--- src/inc/src_pkg.sv ---
// Constants and types shared by the system reset controller.
package src_pkg;

    // ****************************************************************
    // Command key and field widths
    // ****************************************************************
    localparam logic [7:0]  CMD_KEY          = 8'ha5;
    localparam int          PULSE_LEN_W      = 4;
    localparam int          PULSE_CNT_W      = 17;
    localparam int          STATE_CNT_W      = 2;
    localparam int          STARTUP_CNT_W    = 12;

    // ****************************************************************
    // Timing counts, in slow clock ticks
    // ****************************************************************
    localparam logic [STATE_CNT_W-1:0] SOFT_TICKS  = 2'h3;
    localparam logic [STATE_CNT_W-1:0] BOD_TICKS   = 2'h3;
    localparam logic [STATE_CNT_W-1:0] WDT_TICKS   = 2'h3;
    localparam logic [STATE_CNT_W-1:0] CPU_START   = 2'h3;
    localparam logic [STATE_CNT_W-1:0] CNT_ZERO    = 2'h0;
    localparam logic [STATE_CNT_W-1:0] CNT_ONE     = 2'h1;
    localparam logic [PULSE_CNT_W-1:0] PULSE_ONE   = 17'h00001;
    localparam logic [PULSE_CNT_W-1:0] PULSE_ZERO  = 17'h00000;
    localparam logic [STARTUP_CNT_W-1:0] STARTUP_DEFAULT = 12'h008;

    // ****************************************************************
    // Reset type codes
    // ****************************************************************
    localparam logic [2:0]  TYPE_POWER_UP    = 3'h0;
    localparam logic [2:0]  TYPE_WATCHDOG    = 3'h2;
    localparam logic [2:0]  TYPE_SOFTWARE    = 3'h3;
    localparam logic [2:0]  TYPE_USER        = 3'h4;
    localparam logic [2:0]  TYPE_BROWNOUT    = 3'h5;

    // ****************************************************************
    // Reset state manager states
    // ****************************************************************
    typedef enum logic [2:0] {
        ST_STARTUP,
        ST_RUN,
        ST_USER,
        ST_BOD,
        ST_WDT,
        ST_SOFT
    } src_state_e;

endpackage : src_pkg

--- src/src_reset_ctrl.sv ---
// System reset controller: reset sources, reset outputs, pin shaping, cause.
// Operation
// Pin sampled on slow ticks; low reports a user reset request.
// User reset disabled: a low pin starts no user reset.
// Pin level always readable as a status bit.
// Pin fall sets a sticky flag, cleared by status read.
// Pin raises the interrupt instead of a reset when enabled.
// Pin pulse lasts 2^(length+1) slow ticks.
// Brownout, reset disabled: sticky flag only, cleared on read.
// Brownout flag raises the interrupt when enabled.
// Type field updates only at processor release.
// Power-on holds resets for the startup count, reports power-up.
// Supply low asserts all resets without a clock.
// User reset asserts processor and peripheral resets.
// User reset ends two resync plus three ticks after pin rise.
// User reset release loads type 0x4.
// Pin held low externally keeps internal resets asserted.
// Brownout request asserts all resets at once.
// Brownout ends three ticks after resynced request; pulses pin.
// Brownout release loads type 0x5.
// Three command bits act alone or together.
// Software reset lasts three ticks, released on a tick.
// Software resets assert as soon as the write is seen.
// Own software pin pulse never enters user reset.
// Software type recorded only with the processor bit.
// Busy flag blocks writes until the command ends.
// Command write needs key 0xA5, else ignored.
// Priority: power-up, brownout, watchdog, software, user.
// Type codes: power-up 000, watchdog 010, software 011.
// Writes cross to the slow tick domain before sequencing.
`timescale 1ns/1ps

module src_reset_ctrl
    import src_pkg::*;
#(
    parameter logic [STARTUP_CNT_W-1:0] STARTUP_TICKS = STARTUP_DEFAULT
)
(
    // Clock, reset and slow clock tick
    input  wire logic                    clk,
    input  wire logic                    srst,
    input  wire logic                    slow_tick,
    // Supply monitors
    input  wire logic                    core_supply_ok,
    input  wire logic                    bod_reset,
    input  wire logic                    bod_rst_en,
    // Watchdog
    input  wire logic                    wdt_fault,
    input  wire logic                    wdt_proc_only,
    // Mode settings
    input  wire logic                    user_reset_enable,
    input  wire logic                    user_reset_irq_enable,
    input  wire logic                    brownout_irq_enable,
    input  wire logic [PULSE_LEN_W-1:0]  ext_pulse_length,
    // Command write
    input  wire logic                    cmd_wr,
    input  wire logic [7:0]              cmd_key,
    input  wire logic                    cmd_cpu_reset,
    input  wire logic                    cmd_periph_reset,
    input  wire logic                    cmd_pin_reset,
    // Status read
    input  wire logic                    status_rd,
    output logic                         pin_level_status,
    output logic                         user_reset_seen,
    output logic                         brownout_seen,
    output logic [2:0]                   reset_type,
    output logic                         cmd_in_progress,
    output logic                         irq,
    // Reset pin, open drain
    input  wire logic                    nrst_in,
    output logic                         nrst_out,
    output logic                         nrst_oe,
    // Reset outputs, active low
    output logic                         proc_nreset,
    output logic                         periph_nreset
);

    // ****************************************************************
    // Declarations
    // ****************************************************************
    src_state_e                 state_q;
    logic [STATE_CNT_W-1:0]     cnt_q;
    logic [STARTUP_CNT_W-1:0]   start_cnt_q;
    logic                       pin_s1_q;
    logic                       pin_s2_q;
    logic                       bod_s1_q;
    logic                       bod_s2_q;
    logic                       pin_lvl_q;
    logic                       bod_lvl_q;
    logic                       proc_q;
    logic                       periph_q;
    logic                       soft_cpu_q;
    logic                       soft_per_q;
    logic                       soft_pin_q;
    logic                       soft_pend_q;
    logic [PULSE_CNT_W-1:0]     pulse_cnt_q;
    logic                       pulse_on_q;
    logic                       self_drive_q;
    logic [2:0]                 pend_type_q;
    logic                       pend_valid_q;
    logic                       cmd_accept;
    logic                       bod_now;
    logic                       user_req;
    logic                       pulse_start;
    logic                       proc_release;
    logic [PULSE_CNT_W-1:0]     pulse_len;
    logic                       pin_fall;
    logic                       bod_rise;

    // ****************************************************************
    // Sampling and edge detection
    // ****************************************************************
    // Levels every clock for status and edges; resync only on slow ticks
    always_ff @(posedge clk)
    begin
        if (srst)
        begin
            pin_s1_q  <= 1'b1;
            pin_s2_q  <= 1'b1;
            bod_s1_q  <= 1'b0;
            bod_s2_q  <= 1'b0;
            pin_lvl_q <= 1'b1;
            bod_lvl_q <= 1'b0;
        end
        else
        begin
            pin_lvl_q <= nrst_in;
            bod_lvl_q <= bod_reset;
            if (slow_tick)
            begin
                pin_s1_q <= nrst_in;
                pin_s2_q <= pin_s1_q;
                bod_s1_q <= bod_reset;
                bod_s2_q <= bod_s1_q;
            end
        end
    end

    assign pin_level_status = pin_lvl_q;
    assign pin_fall         = pin_lvl_q & ~nrst_in;
    assign bod_rise         = ~bod_lvl_q & bod_reset;

    // ****************************************************************
    // Status flags and interrupt
    // ****************************************************************
    // Sticky flags; a new event wins over the clearing read
    always_ff @(posedge clk)
    begin
        if (srst)
        begin
            user_reset_seen <= 1'b0;
            brownout_seen   <= 1'b0;
        end
        else
        begin
            if (pin_fall)
                user_reset_seen <= 1'b1;
            else if (status_rd)
                user_reset_seen <= 1'b0;
            if (bod_rise && !bod_rst_en)
                brownout_seen <= 1'b1;
            else if (status_rd)
                brownout_seen <= 1'b0;
        end
    end

    // Interrupt from flags; pin interrupt only while user reset disabled
    assign irq = (user_reset_seen & user_reset_irq_enable & ~user_reset_enable)
               | (brownout_seen & brownout_irq_enable);

    // ****************************************************************
    // Command acceptance
    // ****************************************************************

    // Key must match and no command busy; otherwise the write is dropped
    assign cmd_accept = cmd_wr
                      & (cmd_key == CMD_KEY)
                      & ~cmd_in_progress
                      & (cmd_cpu_reset | cmd_periph_reset | cmd_pin_reset)
                      & (state_q == ST_RUN);
    // Command bits held until the command ends; pending flag until the slow side picks it up
    always_ff @(posedge clk)
    begin
        if (srst)
        begin
            soft_cpu_q      <= 1'b0;
            soft_per_q      <= 1'b0;
            soft_pin_q      <= 1'b0;
            soft_pend_q     <= 1'b0;
            cmd_in_progress <= 1'b0;
        end
        else if (cmd_accept)
        begin
            soft_cpu_q      <= cmd_cpu_reset;
            soft_per_q      <= cmd_periph_reset;
            soft_pin_q      <= cmd_pin_reset;
            soft_pend_q     <= 1'b1;
            cmd_in_progress <= 1'b1;
        end
        else
        begin
            if (slow_tick && soft_pend_q)
                soft_pend_q <= 1'b0;
            if ((state_q == ST_SOFT && slow_tick && cnt_q == CNT_ONE)
                || (state_q != ST_SOFT && state_q != ST_RUN))
            begin
                // Command done, or a higher source took over
                cmd_in_progress <= 1'b0;
                soft_cpu_q      <= 1'b0;
                soft_per_q      <= 1'b0;
                soft_pin_q      <= 1'b0;
                soft_pend_q     <= 1'b0;
            end
        end
    end

    // ****************************************************************
    // Reset state manager
    // ****************************************************************
    assign bod_now  = bod_rst_en & bod_reset;
    // Pin low counts only when enabled and not our own pulse
    assign user_req = ~pin_s2_q & user_reset_enable & ~self_drive_q;

    // Sequencer advancing on slow ticks
    always_ff @(posedge clk)
    begin
        if (srst || !core_supply_ok)
        begin
            state_q     <= ST_STARTUP;
            cnt_q       <= CNT_ZERO;
            start_cnt_q <= '0;
        end
        else if (bod_now && state_q != ST_STARTUP)
        begin
            state_q <= ST_BOD;
            cnt_q   <= BOD_TICKS;
        end
        else if (slow_tick)
        begin
            case (state_q)
                ST_STARTUP:
                begin
                    if (start_cnt_q == STARTUP_TICKS)
                        state_q <= ST_RUN;
                    else
                        start_cnt_q <= start_cnt_q + 1'b1;
                end
                ST_RUN:
                begin
                    if (wdt_fault)
                    begin
                        state_q <= ST_WDT;
                        cnt_q   <= WDT_TICKS;
                    end
                    else if (soft_pend_q)
                    begin
                        state_q <= ST_SOFT;
                        cnt_q   <= SOFT_TICKS;
                    end
                    else if (user_req)
                    begin
                        state_q <= ST_USER;
                        cnt_q   <= CPU_START;
                    end
                end
                ST_USER, ST_BOD, ST_WDT:
                begin
                    // User and brownout hold while the resynced source stands; all three then count down
                    if (state_q == ST_USER && !pin_s2_q)
                        cnt_q <= CPU_START;
                    else if (state_q == ST_BOD && bod_s2_q)
                        cnt_q <= BOD_TICKS;
                    else if (cnt_q == CNT_ONE)
                        state_q <= ST_RUN;
                    else
                        cnt_q <= cnt_q - 1'b1;
                end
                ST_SOFT:
                begin
                    if (wdt_fault)
                    begin
                        state_q <= ST_WDT;
                        cnt_q   <= WDT_TICKS;
                    end
                    else if (cnt_q == CNT_ONE)
                        state_q <= ST_RUN;
                    else
                        cnt_q <= cnt_q - 1'b1;
                end
                default:
                begin
                    state_q <= ST_STARTUP;
                    cnt_q   <= CNT_ZERO;
                end
            endcase
        end
    end

    // Registered reset levels per state
    always_ff @(posedge clk)
    begin
        if (srst)
        begin
            proc_q   <= 1'b1;
            periph_q <= 1'b1;
        end
        else
        begin
            // Software levels follow the command bits; run releases both
            proc_q   <= (state_q == ST_SOFT) ? soft_cpu_q : (state_q != ST_RUN);
            periph_q <= (state_q == ST_SOFT) ? soft_per_q
                      : (state_q == ST_WDT) ? ~wdt_proc_only
                      : (state_q != ST_RUN);
        end
    end

    // Immediate assertion paths bypass the flops; release stays on ticks
    assign proc_nreset   = core_supply_ok & ~bod_now & ~proc_q
                         & ~(cmd_accept & cmd_cpu_reset)
                         & ~soft_cpu_q;
    assign periph_nreset = core_supply_ok & ~bod_now & ~periph_q
                         & ~(cmd_accept & cmd_periph_reset)
                         & ~soft_per_q;

    // ****************************************************************
    // Pin pulse shaping
    // ****************************************************************
    // Widened first so the longest setting does not wrap to zero
    assign pulse_len   = PULSE_ONE << ({1'b0, ext_pulse_length} + 5'h01);
    assign pulse_start = slow_tick & (
                         (state_q == ST_RUN & soft_pend_q & soft_pin_q & ~wdt_fault)
                       | (state_q == ST_RUN & wdt_fault & ~wdt_proc_only)
                       | (state_q == ST_RUN & user_req & ~wdt_fault & ~soft_pend_q)
                       | (state_q == ST_BOD & ~pulse_on_q & cnt_q == BOD_TICKS
                          & ~bod_s2_q));

    // Pulse counter counts slow ticks while the pin is driven
    always_ff @(posedge clk)
    begin
        if (srst)
        begin
            pulse_on_q  <= 1'b0;
            pulse_cnt_q <= PULSE_ZERO;
        end
        else if (pulse_start && !pulse_on_q)
        begin
            pulse_on_q  <= 1'b1;
            pulse_cnt_q <= pulse_len;
        end
        else if (pulse_on_q && slow_tick)
        begin
            if (pulse_cnt_q == PULSE_ONE)
                pulse_on_q <= 1'b0;
            pulse_cnt_q <= pulse_cnt_q - PULSE_ONE;
        end
    end

    // Own drive blanks user entry until the pin is seen high again
    always_ff @(posedge clk)
    begin
        if (srst)
            self_drive_q <= 1'b0;
        else if (pulse_start)
            self_drive_q <= 1'b1;
        else if (!pulse_on_q && pin_s2_q && slow_tick)
            self_drive_q <= 1'b0;
    end

    // Open drain: drive low only while the pulse runs, supply is low or a brownout reset is requested
    assign nrst_out = 1'b0;
    assign nrst_oe  = pulse_on_q | ~core_supply_ok | bod_now;

    // ****************************************************************
    // Reset type capture
    // ****************************************************************
    // Cause is held pending and loaded only at processor release
    always_ff @(posedge clk)
    begin
        if (srst || !core_supply_ok)
        begin
            pend_type_q  <= TYPE_POWER_UP;
            pend_valid_q <= 1'b1;
        end
        else
        begin
            case (state_q)
                ST_USER: pend_type_q <= TYPE_USER;
                ST_BOD:  pend_type_q <= TYPE_BROWNOUT;
                ST_WDT:  pend_type_q <= TYPE_WATCHDOG;
                ST_SOFT: pend_type_q <= TYPE_SOFTWARE;
                default: pend_type_q <= pend_type_q;
            endcase
            if (state_q == ST_SOFT)
                pend_valid_q <= soft_cpu_q;
            else if (state_q != ST_RUN && state_q != ST_STARTUP)
                pend_valid_q <= 1'b1;
            else if (proc_release)
                pend_valid_q <= 1'b0;
        end
    end

    assign proc_release = proc_q & (state_q == ST_RUN);

    // Visible field changes at the release moment only
    always_ff @(posedge clk)
    begin
        if (srst)
            reset_type <= TYPE_POWER_UP;
        else if (proc_release && pend_valid_q)
            reset_type <= pend_type_q;
    end

endmodule : src_reset_ctrl
--- config.mk ---
export PLATFORM = sky130hd
export DESIGN_NAME = src_reset_ctrl
export DESIGN_NICKNAME = d
export VERILOG_FILES = /design/src/inc/src_pkg.sv /design/src/src_reset_ctrl.sv
export SDC_FILE = /design/constraint.sdc
export NUM_CORES = 1
export LEC_CHECK = 0
export BUFFER_PORTS_ARGS = -buffer_cell sky130_fd_sc_hd__buf_2
export CAP_MARGIN = 0
export CORE_MARGIN = 1
export CORE_UTILIZATION = 54
export CTS_BUF_LIST = sky130_fd_sc_hd__clkbuf_4 sky130_fd_sc_hd__clkbuf_8
export DETAILED_ROUTE_END_ITERATION = 12
export HOLD_SLACK_MARGIN = 0.03
export PLACE_DENSITY_LB_ADDON = 0.25
export SYNTH_ARGS = -nofsm -noshare
export SYNTH_HDL_FRONTEND = slang
export SYNTH_SLANG_ARGS = --single-unit
--- constraint.sdc ---
create_clock -name clk -period 2.1 [get_ports clk]
set_clock_uncertainty 0.1 [all_clocks]
set_input_delay 0.315 -clock clk [delete_from_list [all_inputs] [get_ports clk]]
set_output_delay 0.315 -clock clk [all_outputs]
set_load 0.02 [all_outputs]
==> results.md, run 1 <==
* Status: finished with violations
* Failing checks: negative setup slack
* Fmax achieved at 0.472 GHz
* Post-synth top flop: dfxtp_1
* Post-synthesis sequential area ratio at 36.7%
* Worst setup margin at -0.0186 ns
* Buffer and inverter count on the worst path at 1
* Hold Fails Final Rpt at 0
* Reg2reg end: pulse_cnt_q[10]
* Root buffer cell: clkbuf_8
* Mapped Avg Cell Area at 8.11 um^2
* Asr flop ratio synth at 0%
* Initial core utilization at 56.7%
* IO Port Bufs at 39
* Antenna violations before repair at 0
* Row Count at 27
* CTS tree: yes
* Crit path launch type: flip-flop
* Post-Synthesis Net Count at 425
* Multi-input gate area at 2000 um^2
* CP peak stage delay at 0.33 ns
* Critical path class: reg2out
* Commonest non-fill, non-tap cell in the layout: dfxtp_1
* Clk slew on worst S/H paths at 0.07 ns
* Slew Viols, Final at 0
* RSZ-0062 raised after global routing: true
* Hold path startpoint: nrst_in
* Layout cells sized above 1 at 26.4%
* Die Height at 78.5 um
* TritonCTS Buffers at 9
* Hold-fix buffers, CTS at 0
* Clk Latency, worst-skew pair at 0.34 ns
* Area taken by flip-flops and latches at 1170 um^2
* Largest net degree at the start of global routing at 32
* #FFs+latches synth at 58
* Die area at 6170 um^2
* Hold depth at 2
* Met1 usage at 37.6%
* Fin nets at 496
* Grt peak-use layer: met2
* GRT Util Overall at 30.0%
* Post-synth EDFFs at 0
* GR Util met2 at 46.4%
* Crit Reg-Reg Startpoint: state_q[1]
* Cell Area, Synth at 3160 um^2
* H-tree depth at 3
* Number of global-route vias before repair at 2,984
* Antenna cells at 0
* CP delay by family, top: simple AND/OR/NAND/NOR gates
* Fill cell count at 428
* Crit share post-route at 101%
* DRT Pass-1 Iters at 5
* Drt wl/cell at 16.4 um
* Maximum vdd drop at 0.400 mV
* Vias per cell at 6.14
* GRT overflow at 0
* Leak pwr at 1.57 nW
* Synth Instances at 390
* Syn. warnings at 0
* IO Count at 41
* Place WS at -0.0737 ns
* P&R area growth vs syn at 26.3%
* Core ar. at 5570 um^2
* Post-DP HPWL at 6100 um
* Endpoint, Worst Hold: pin_level_status
* Most frequent cells in the layout: dfxtp_1 (53), nor2_1 (42), buf_4 (39)
* Setup total negative slack at -0.0322 ns
* CP endpoint kind: output pin
* Max transition margin at 60.3%
* Initial DRC count at 386
* Crit-path slowest cell: dfxtp_2
* Max Cap Viol at 0
* Hold WC Path Type: in2reg
* Worst Tran Pin Value at 0.589 ns
* Req. time, crit path at 1.68 ns
* Worst setup path start: cmd_in_progress
* Pwr Density at 553 nW/um^2
* Routability cong. at 0.948
* Crit path DAT at 1.70 ns
* Crit path time final at 2.12 ns
* Synth cell types at 64
* DRC at 0
* Worst-path cell chain: nor4b_2 > nand3_1 > nor3_4 > a2111oi_4 > buf_4
* Final setup fails at 2
* Clock sink count at 58
* Reg2reg path depth at 5
* ANT nets after route at 0
* CP max FO at 3
* Final WL at 8840 um
* First-pass GRT wire length at 14,100 um
* Met3 GRT Util at 9.19%
* Die Wd at 78.5 um
* Bufs on Longest Clock Path at 2
* Reg2reg setup slack at 0.08 ns
* Vias at 3,302
## cells by family after synthesis
kind of cell	after synthesis	synth area share, %
XOR/XNOR	13	3.60
AND/OR/NAND/NOR	177	29.4
other	1	0.119
adder cells (fa/ha/maj)	6	2.37
flip-flops	58	36.7
AO/OA/AOI/OAI	92	20.4
multiplexers	10	3.16
buffers and inverters	33	4.31
## worst register-to-register path, delay by kind of cell (launching register included)
kind	cells	cell delay, ns
flip-flops	1	0.37
AO/OA/AOI/OAI	3	0.55
AND/OR/NAND/NOR	2	0.92
## power by group
group          internal (mW)  switching (mW)  total (mW)
Clock                  0.459           0.469       0.927
Combinational         0.0666           0.103       0.169
Sequential              1.11         0.00621        1.11
## worst max path at each step
| stage | end | slack, ns | cells after the start |
|---|---|---|---|
| after floorplan | periph_nreset | -0.21 | 5 |
| after global placement | pulse_cnt_q[8] | 0.04 | 7 |
| after detailed placement | pulse_cnt_q[8] | -0.07 | 7 |
| after CTS | periph_nreset | -0.009 | 6 |
| after global routing | proc_nreset | -0.14 | 5 |
| final | proc_nreset | -0.02 | 5 |
## state kept, by name, summed over array words and instances (netlist names), 2 cells and up
register and cells:
reset_type 3, state_q 3, start_cnt_q 12, cnt_q 2
pend_type_q 3, pulse_cnt_q 17
## per-stage QoR
| step | instance area, um^2 | utilization (%) | hold slack [ns] | power, mW | instances |
|---|---|---|---|---|---|
| 2_1_floorplan | 3160 | - | 0.322 | 1.22 | 390 |
| 3_3_place_gp | 3630 | 65.2 | 0.349 | 1.29 | 518 |
| 3_5_place_dp | 3630 | 65.2 | 0.355 | 1.29 | 518 |
| 4_1_cts | 3910 | 70.2 | 0.0770 | 2.21 | 535 |
| 5_1_grt | 4000 | 71.7 | 0.102 | 2.30 | 538 |
| 6_report | 4000 | 71.7 | 0.0934 | 2.21 | 538 |
## Yosys cell counts (3+ instances only)
master / number / area, um^2
a2111oi_0: 5 / 43.8
a211oi_1: 3 / 22.5
a21oi_1: 35 / 175
a31oi_1: 8 / 50.1
and2_1: 3 / 18.8
and3_1: 5 / 31.3
and4_1: 3 / 26.3
buf_1: 3 / 11.3
buf_2: 3 / 15.0
clkbuf_1: 10 / 37.5
dfxtp_1: 58 / 1160
ha_1: 6 / 75.1
inv_1: 12 / 45.0
mux2i_1: 10 / 100
nand2_1: 36 / 135
nand2b_1: 7 / 43.8
nand3_1: 18 / 90.1
nand4_1: 10 / 62.6
nor2_1: 42 / 158
nor2b_1: 10 / 62.6
nor3_1: 12 / 60.1
nor4_1: 5 / 31.3
nor4bb_1: 3 / 30.0
o211ai_1: 5 / 37.5
o21ai_0: 7 / 35.0
o22ai_1: 3 / 18.8
or3_1: 10 / 62.6
xor2_1: 11 / 96.3
## what timing repair did
item	CTS	global route
hold endpoints to repair	0	0
setup buffers	2	3
gates resized for setup	21	15
pin swaps	4	11
gates cloned	0	1
setup endpoints to repair	7	22
## routing by layer
metal / part of all wire, % / routed length, um
met1: 42 / 3670
met2: 48 / 4230
met3: 7.9 / 700
met4: 2.6 / 233
met5: 0 / 0
## final cells by class
class | instances | area share (%)
multi-input combinational | 299 | 50.0
sequential | 58 | 29.3
timing repair buffer | 79 | 12.6
clock buffer | 10 | 3.44
tap | 72 | 2.25
inverter | 14 | 1.31
clock inverter | 6 | 1.03
Note: power is estimated with default switching activity, not from simulation.
==> run 2: changes to the inputs <==
PLACE_DENSITY = 0.78   (was not set)
PLACE_DENSITY_LB_ADDON = not set   (was 0.25)
==> run 2 against run 1 <==
- the run now ends clean
- sequential power about the same
- utilization up 0.74 points
- worst setup slack better by 0.054 ns
- critical path depth up 2
- count of clock-buffer cells in the layout down 1
- sequential cell count unchanged
- via count up 1.4%
- hold slack worse by 0.0068 ns
- first-iteration DRC count down 12%
- sequential share of layout area down 0.30 points
- largest power group unchanged
==> results.md, run 2 (synthesis results as in run 1) <==
* Status: complete, no violations
* Clk Latency, worst-skew pair at 0.35 ns
* Clock sink count at 58
* Final hold slack at 0.0866 ns
* First-pass GRT wire length at 14,100 um
* Core ar. at 5570 um^2
* IO Count at 41
* Crit path launch type: flip-flop
* Hold WC Path Type: in2reg
* Area taken by flip-flops and latches at 1170 um^2
* Largest Register: pulse_cnt_q
* Multi-input gate area at 1990 um^2
* Max reg flops at 17
* IO Port Bufs at 39
* Req. time, crit path at 2.22 ns
* Leak pwr at 1.61 nW
* Most frequent cells in the layout: dfxtp_1 (51), nor2_1 (42), buf_4 (41)
* Initial DRC count at 340
* CP max FO at 8
* RSZ-0062 raised after global routing: true
* Pwr Density at 562 nW/um^2
* Root buffer cell: clkbuf_8
* Worst setup path start: cnt_q[0]
* Clk slew on worst S/H paths at 0.08 ns
* CP endpoint kind: flip-flop
* Die Wd at 78.5 um
* GRT overflow at 0
* Largest net degree at the start of global routing at 28
* Crit Reg-Reg Startpoint: cnt_q[0]
* Met3 WL at 666 um
* Number of global-route vias before repair at 3,079
* Final setup fails at 0
* Crit-path slowest cell: a2111oi_0
* Reg2reg setup slack at 0.04 ns
* Worst Tran Pin Value at 0.483 ns
* Routability cong. at 0.964
* Reg2reg path depth at 7
* Antenna violations before repair at 0
* Worst setup margin at 0.0352 ns
* Max transition margin at 67.4%
* Maximum vdd drop at 0.485 mV
* Bufs on Longest Clock Path at 2
* Hold Fails Final Rpt at 0
* Fmax achieved at 0.484 GHz
* Reg2reg end: pulse_cnt_q[7]
* ANT nets after route at 0
* Commonest non-fill, non-tap cell in the layout: dfxtp_1
* Max Cap Viol at 0
* Drt wl/cell at 16.7 um
* Post-DP HPWL at 6240 um
* TritonCTS Buffers at 9
* Vias per cell at 6.20
* CP peak stage delay at 0.37 ns
* Layout cells sized above 1 at 27.6%
* Critical path class: reg2reg
* Row Count at 27
* Top Registers: pulse_cnt_q x17, start_cnt_q x12
* Crit share post-route at 98.3%
* Crit path capture: pulse_cnt_q[7]
* Final WL at 9010 um
* GRT Util Overall at 29.3%
* DRT Pass-1 Iters at 5
* Fin nets at 499
* Initial core utilization at 56.7%
* Metal2 WL at 4340 um
* Crit path DAT at 2.18 ns
* Die Height at 78.5 um
* Top Layer Used: met4
* WL met1 at 3700 um
* P&R area growth vs syn at 27.7%
* Die area at 6170 um^2
* DRC at 0
* Vias at 3,348
* Fill cell count at 408
* Crit path time final at 2.06 ns
* Place WS at -0.0306 ns
* Worst-path cell chain: ha_1 > nor4bb_2 > a32o_2 > buf_12 > o21ai_4 > a21oi_1 > a2111oi_0
* Slew Viols, Final at 0
* Antenna cells at 0
* CTS tree: yes
* H-tree depth at 3
[run 2: timing repair]
| action | in CTS | in global routing |
|---|---|---|
| endpoints found under the setup margin | 9 | 14 |
| resized for setup | 20 | 20 |
| hold buffers | 0 | 0 |
| pin swaps | 3 | 17 |
| setup buffers | 1 | 5 |
[run 2: where the power goes]
group	switching, mW	internal (mW)	total [mW]
sequential	0.00631	1.11	1.11
clock	0.458	0.534	0.992
combinational	0.0987	0.0655	0.164
[run 2: worst min path at each step]
stage | slack (ns) | startpoint | depth (start not counted) | end
CTS | 0.09 | nrst_in | 2 | pin_level_status
detailed placement | 0.35 | pend_type_q[2] | 2 | pend_type_q[2]
finish | 0.09 | nrst_in | 2 | pin_level_status
floorplan | 0.32 | nrst_in | 1 | pin_level_status
global placement | 0.35 | pend_type_q[1] | 2 | pend_type_q[1]
global route | 0.10 | nrst_in | 2 | pin_level_status
[run 2: per-layer routing]
layer	global-route usage, %	vias up
li1	-	1579
met1	36.5	1573
met2	46.8	166
met3	5.81	30
met4	17.0	0
met5	0	-
[run 2: area by class of cell]
cell class / instances / area share [%]
sequential: 58 / 29.0
multi-input combinational: 299 / 49.4
inverter: 14 / 1.30
timing repair buffer: 82 / 13.5
clock buffer: 9 / 3.07
clock inverter: 6 / 1.46
tap: 72 / 2.23
[run 2: stage by stage]
stage | cells | area, um^2 | power, mW | setup TNS [ns] | util [%]
final | 540 | 4040 | 2.27 | 0 | 72.4
after detailed placement | 520 | 3650 | 1.29 | -0.0495 | 65.5
after global placement | 520 | 3650 | 1.29 | 0 | 65.5
after global routing | 540 | 4040 | 2.34 | -0.114 | 72.4
after floorplan | 390 | 3160 | 1.22 | -0.418 | -
after CTS | 535 | 3910 | 2.28 | -0.0543 | 70.1
[run 2: worst max-delay path: cells and delay by family (launching register included)]
family / cells / cell delay [ns]
adder cells (fa/ha/maj): 1 / 0.21
AND/OR/NAND/NOR: 1 / 0.17
flip-flops: 1 / 0.33
AO/OA/AOI/OAI: 4 / 0.99
buffers and inverters: 1 / 0.15
==> run 3: changes to the inputs <==
CORE_MARGIN = 3   (was 1)
==> run 3 against run 2 <==
- the run now ends with negative setup slack left
- final cell count up 0.56%
- hold slack improved by 0.0097 ns
- non-clock buffer count grew 2
- critical path type is now reg2out
- highest routed layer unchanged
==> results.md, run 3 (synthesis results as in run 1) <==
* Status: finished with violations
* Failing checks: negative setup slack
* CTS tree: yes
* Met1 usage at 34.0%
* Bufs on Longest Clock Path at 2
* Initial core utilization at 56.7%
* Leak pwr at 1.63 nW
* Layout cells sized above 1 at 29.1%
* Largest net degree at the start of global routing at 36
* Critical path class: reg2out
* Most frequent cells in the layout: dfxtp_1 (54), buf_4 (46), nor2_1 (42)
* Commonest non-fill, non-tap cell in the layout: dfxtp_1
* CP endpoint kind: output pin
* Die Height at 82.5 um
* Initial DRC count at 384
* Post-DP HPWL at 6230 um
* GRT Util Overall at 26.4%
* Antenna violations before repair at 0
* CP delay by family, top: compound AO/OA/AOI/OAI gates
* Placed Instance Area at 3660 um^2
* Pwr Density at 601 nW/um^2
* Number of global-route vias before repair at 2,980
* Vias per cell at 6.32
* Grt peak-use layer: met2
* Crit path DAT at 1.73 ns
* ANT nets after route at 0
* Antenna cells at 0
* Slew Viols, Final at 0
* DRC at 0
* H-tree depth at 3
* Row Count at 27
* IO Count at 41
* Crit share post-route at 102%
* Crit-path slowest cell: a2111oi_2
* Hold depth at 2
* Levels on crit path at 6
* Maximum vdd drop at 0.490 mV
* Max reg flops at 17
* Fmax achieved at 0.467 GHz
* Worst-path cell chain: nor3b_2 > buf_4 > nand2_2 > nor3_4 > a2111oi_2 > buf_4
* Largest Register: pulse_cnt_q
* First-pass GRT wire length at 13,900 um
* GR Util met2 at 42.4%
* Final WL at 9490 um
* Reg2reg path depth at 6
* GRT overflow at 0
* Hold WC Path Type: in2reg
* Core ar. at 5570 um^2
* RSZ-0062 raised after global routing: true
* Routability cong. at 0.979
* CP peak stage delay at 0.38 ns
* Tot Pwr at 2.46 mW
* Die Wd at 82.5 um
* Clk slew on worst S/H paths at 0.08 ns
* Req. time, crit path at 1.68 ns
* Clock sink count at 58
* DRT Pass-1 Iters at 5
* Hold Fails Final Rpt at 0
* CP max FO at 3
* Fill cell count at 400
* Top Registers: pulse_cnt_q x17, start_cnt_q x12
* Final instance area at 4090 um^2
* Fin nets at 501
* Most frequent CP cell: buf_4
* Root buffer cell: clkbuf_8
* IO Port Bufs at 39
* Vias at 3,431
* Met3 GRT Util at 5.64%
* Crit path time final at 2.14 ns
* Worst setup margin at -0.0427 ns
* Buffer and inverter count on the worst path at 2
* Crit path launch type: flip-flop
* Final setup fails at 2
* Max Cap Viol at 0
* Drt wl/cell at 17.5 um
* Clk Latency, worst-skew pair at 0.34 ns
* TritonCTS Buffers at 9
* Die area at 6810 um^2
* P&R area growth vs syn at 29.4%
[run 3: final cells by class]
type | instances | area [um^2] | share of cell area, %
well taps | 72 | 90.1 | 2.20
clock buffers | 11 | 145 | 3.55
clock inverters | 5 | 77.6 | 1.90
flip-flops and latches | 58 | 1170 | 28.6
multi-input cells | 299 | 2010 | 49.2
repair buffers | 84 | 542 | 13.2
inverters | 14 | 56.3 | 1.38
[run 3: timing repair]
action,4_1_cts,5_1_grt
pin swaps,1,5
resized for setup,15,26
hold buffers,0,0
endpoints found under the setup margin,12,13
buffers inserted,2,5
[run 3: report_power, final]
part	leakage, nW	switching (mW)	internal (mW)
clock	0.113	0.470	0.710
combinational	1.04	0.101	0.0645
sequential	0.471	0.00585	1.11
total	1.63	0.576	1.88
[run 3: path summary, 6_finish.rpt]
kind                  startpoint          endpoint  slack (ns)
setup / recovery      state_q[0]     periph_nreset       -0.04
hold / removal           nrst_in  pin_level_status         0.1
setup reg to reg  pulse_cnt_q[1]    pulse_cnt_q[6]        0.02
hold reg to reg   pend_type_q[2]    pend_type_q[2]        0.37
[run 3: layer usage]
layer	routed length, um	up-vias	share of wire [%]
li1	-	1584	-
met1	3780	1588	40
met2	4490	201	47
met3	835	58	8.8
met4	384	0	4.0
met5	0	-	0
[run 3: stage by stage]
stage	util (%)	worst slack, ns	TNS [ns]	cells	hold WS, ns
finish	73.4	-0.0427	-0.0779	543	0.0963
global route	73.4	-0.143	-0.295	543	0.0986
CTS	70.7	0.00157	0	538	0.101
detailed placement	65.6	-0.142	-0.358	521	0.353
global placement	65.6	-0.0159	-0.0275	521	0.349
floorplan	-	-0.209	-0.418	390	0.322
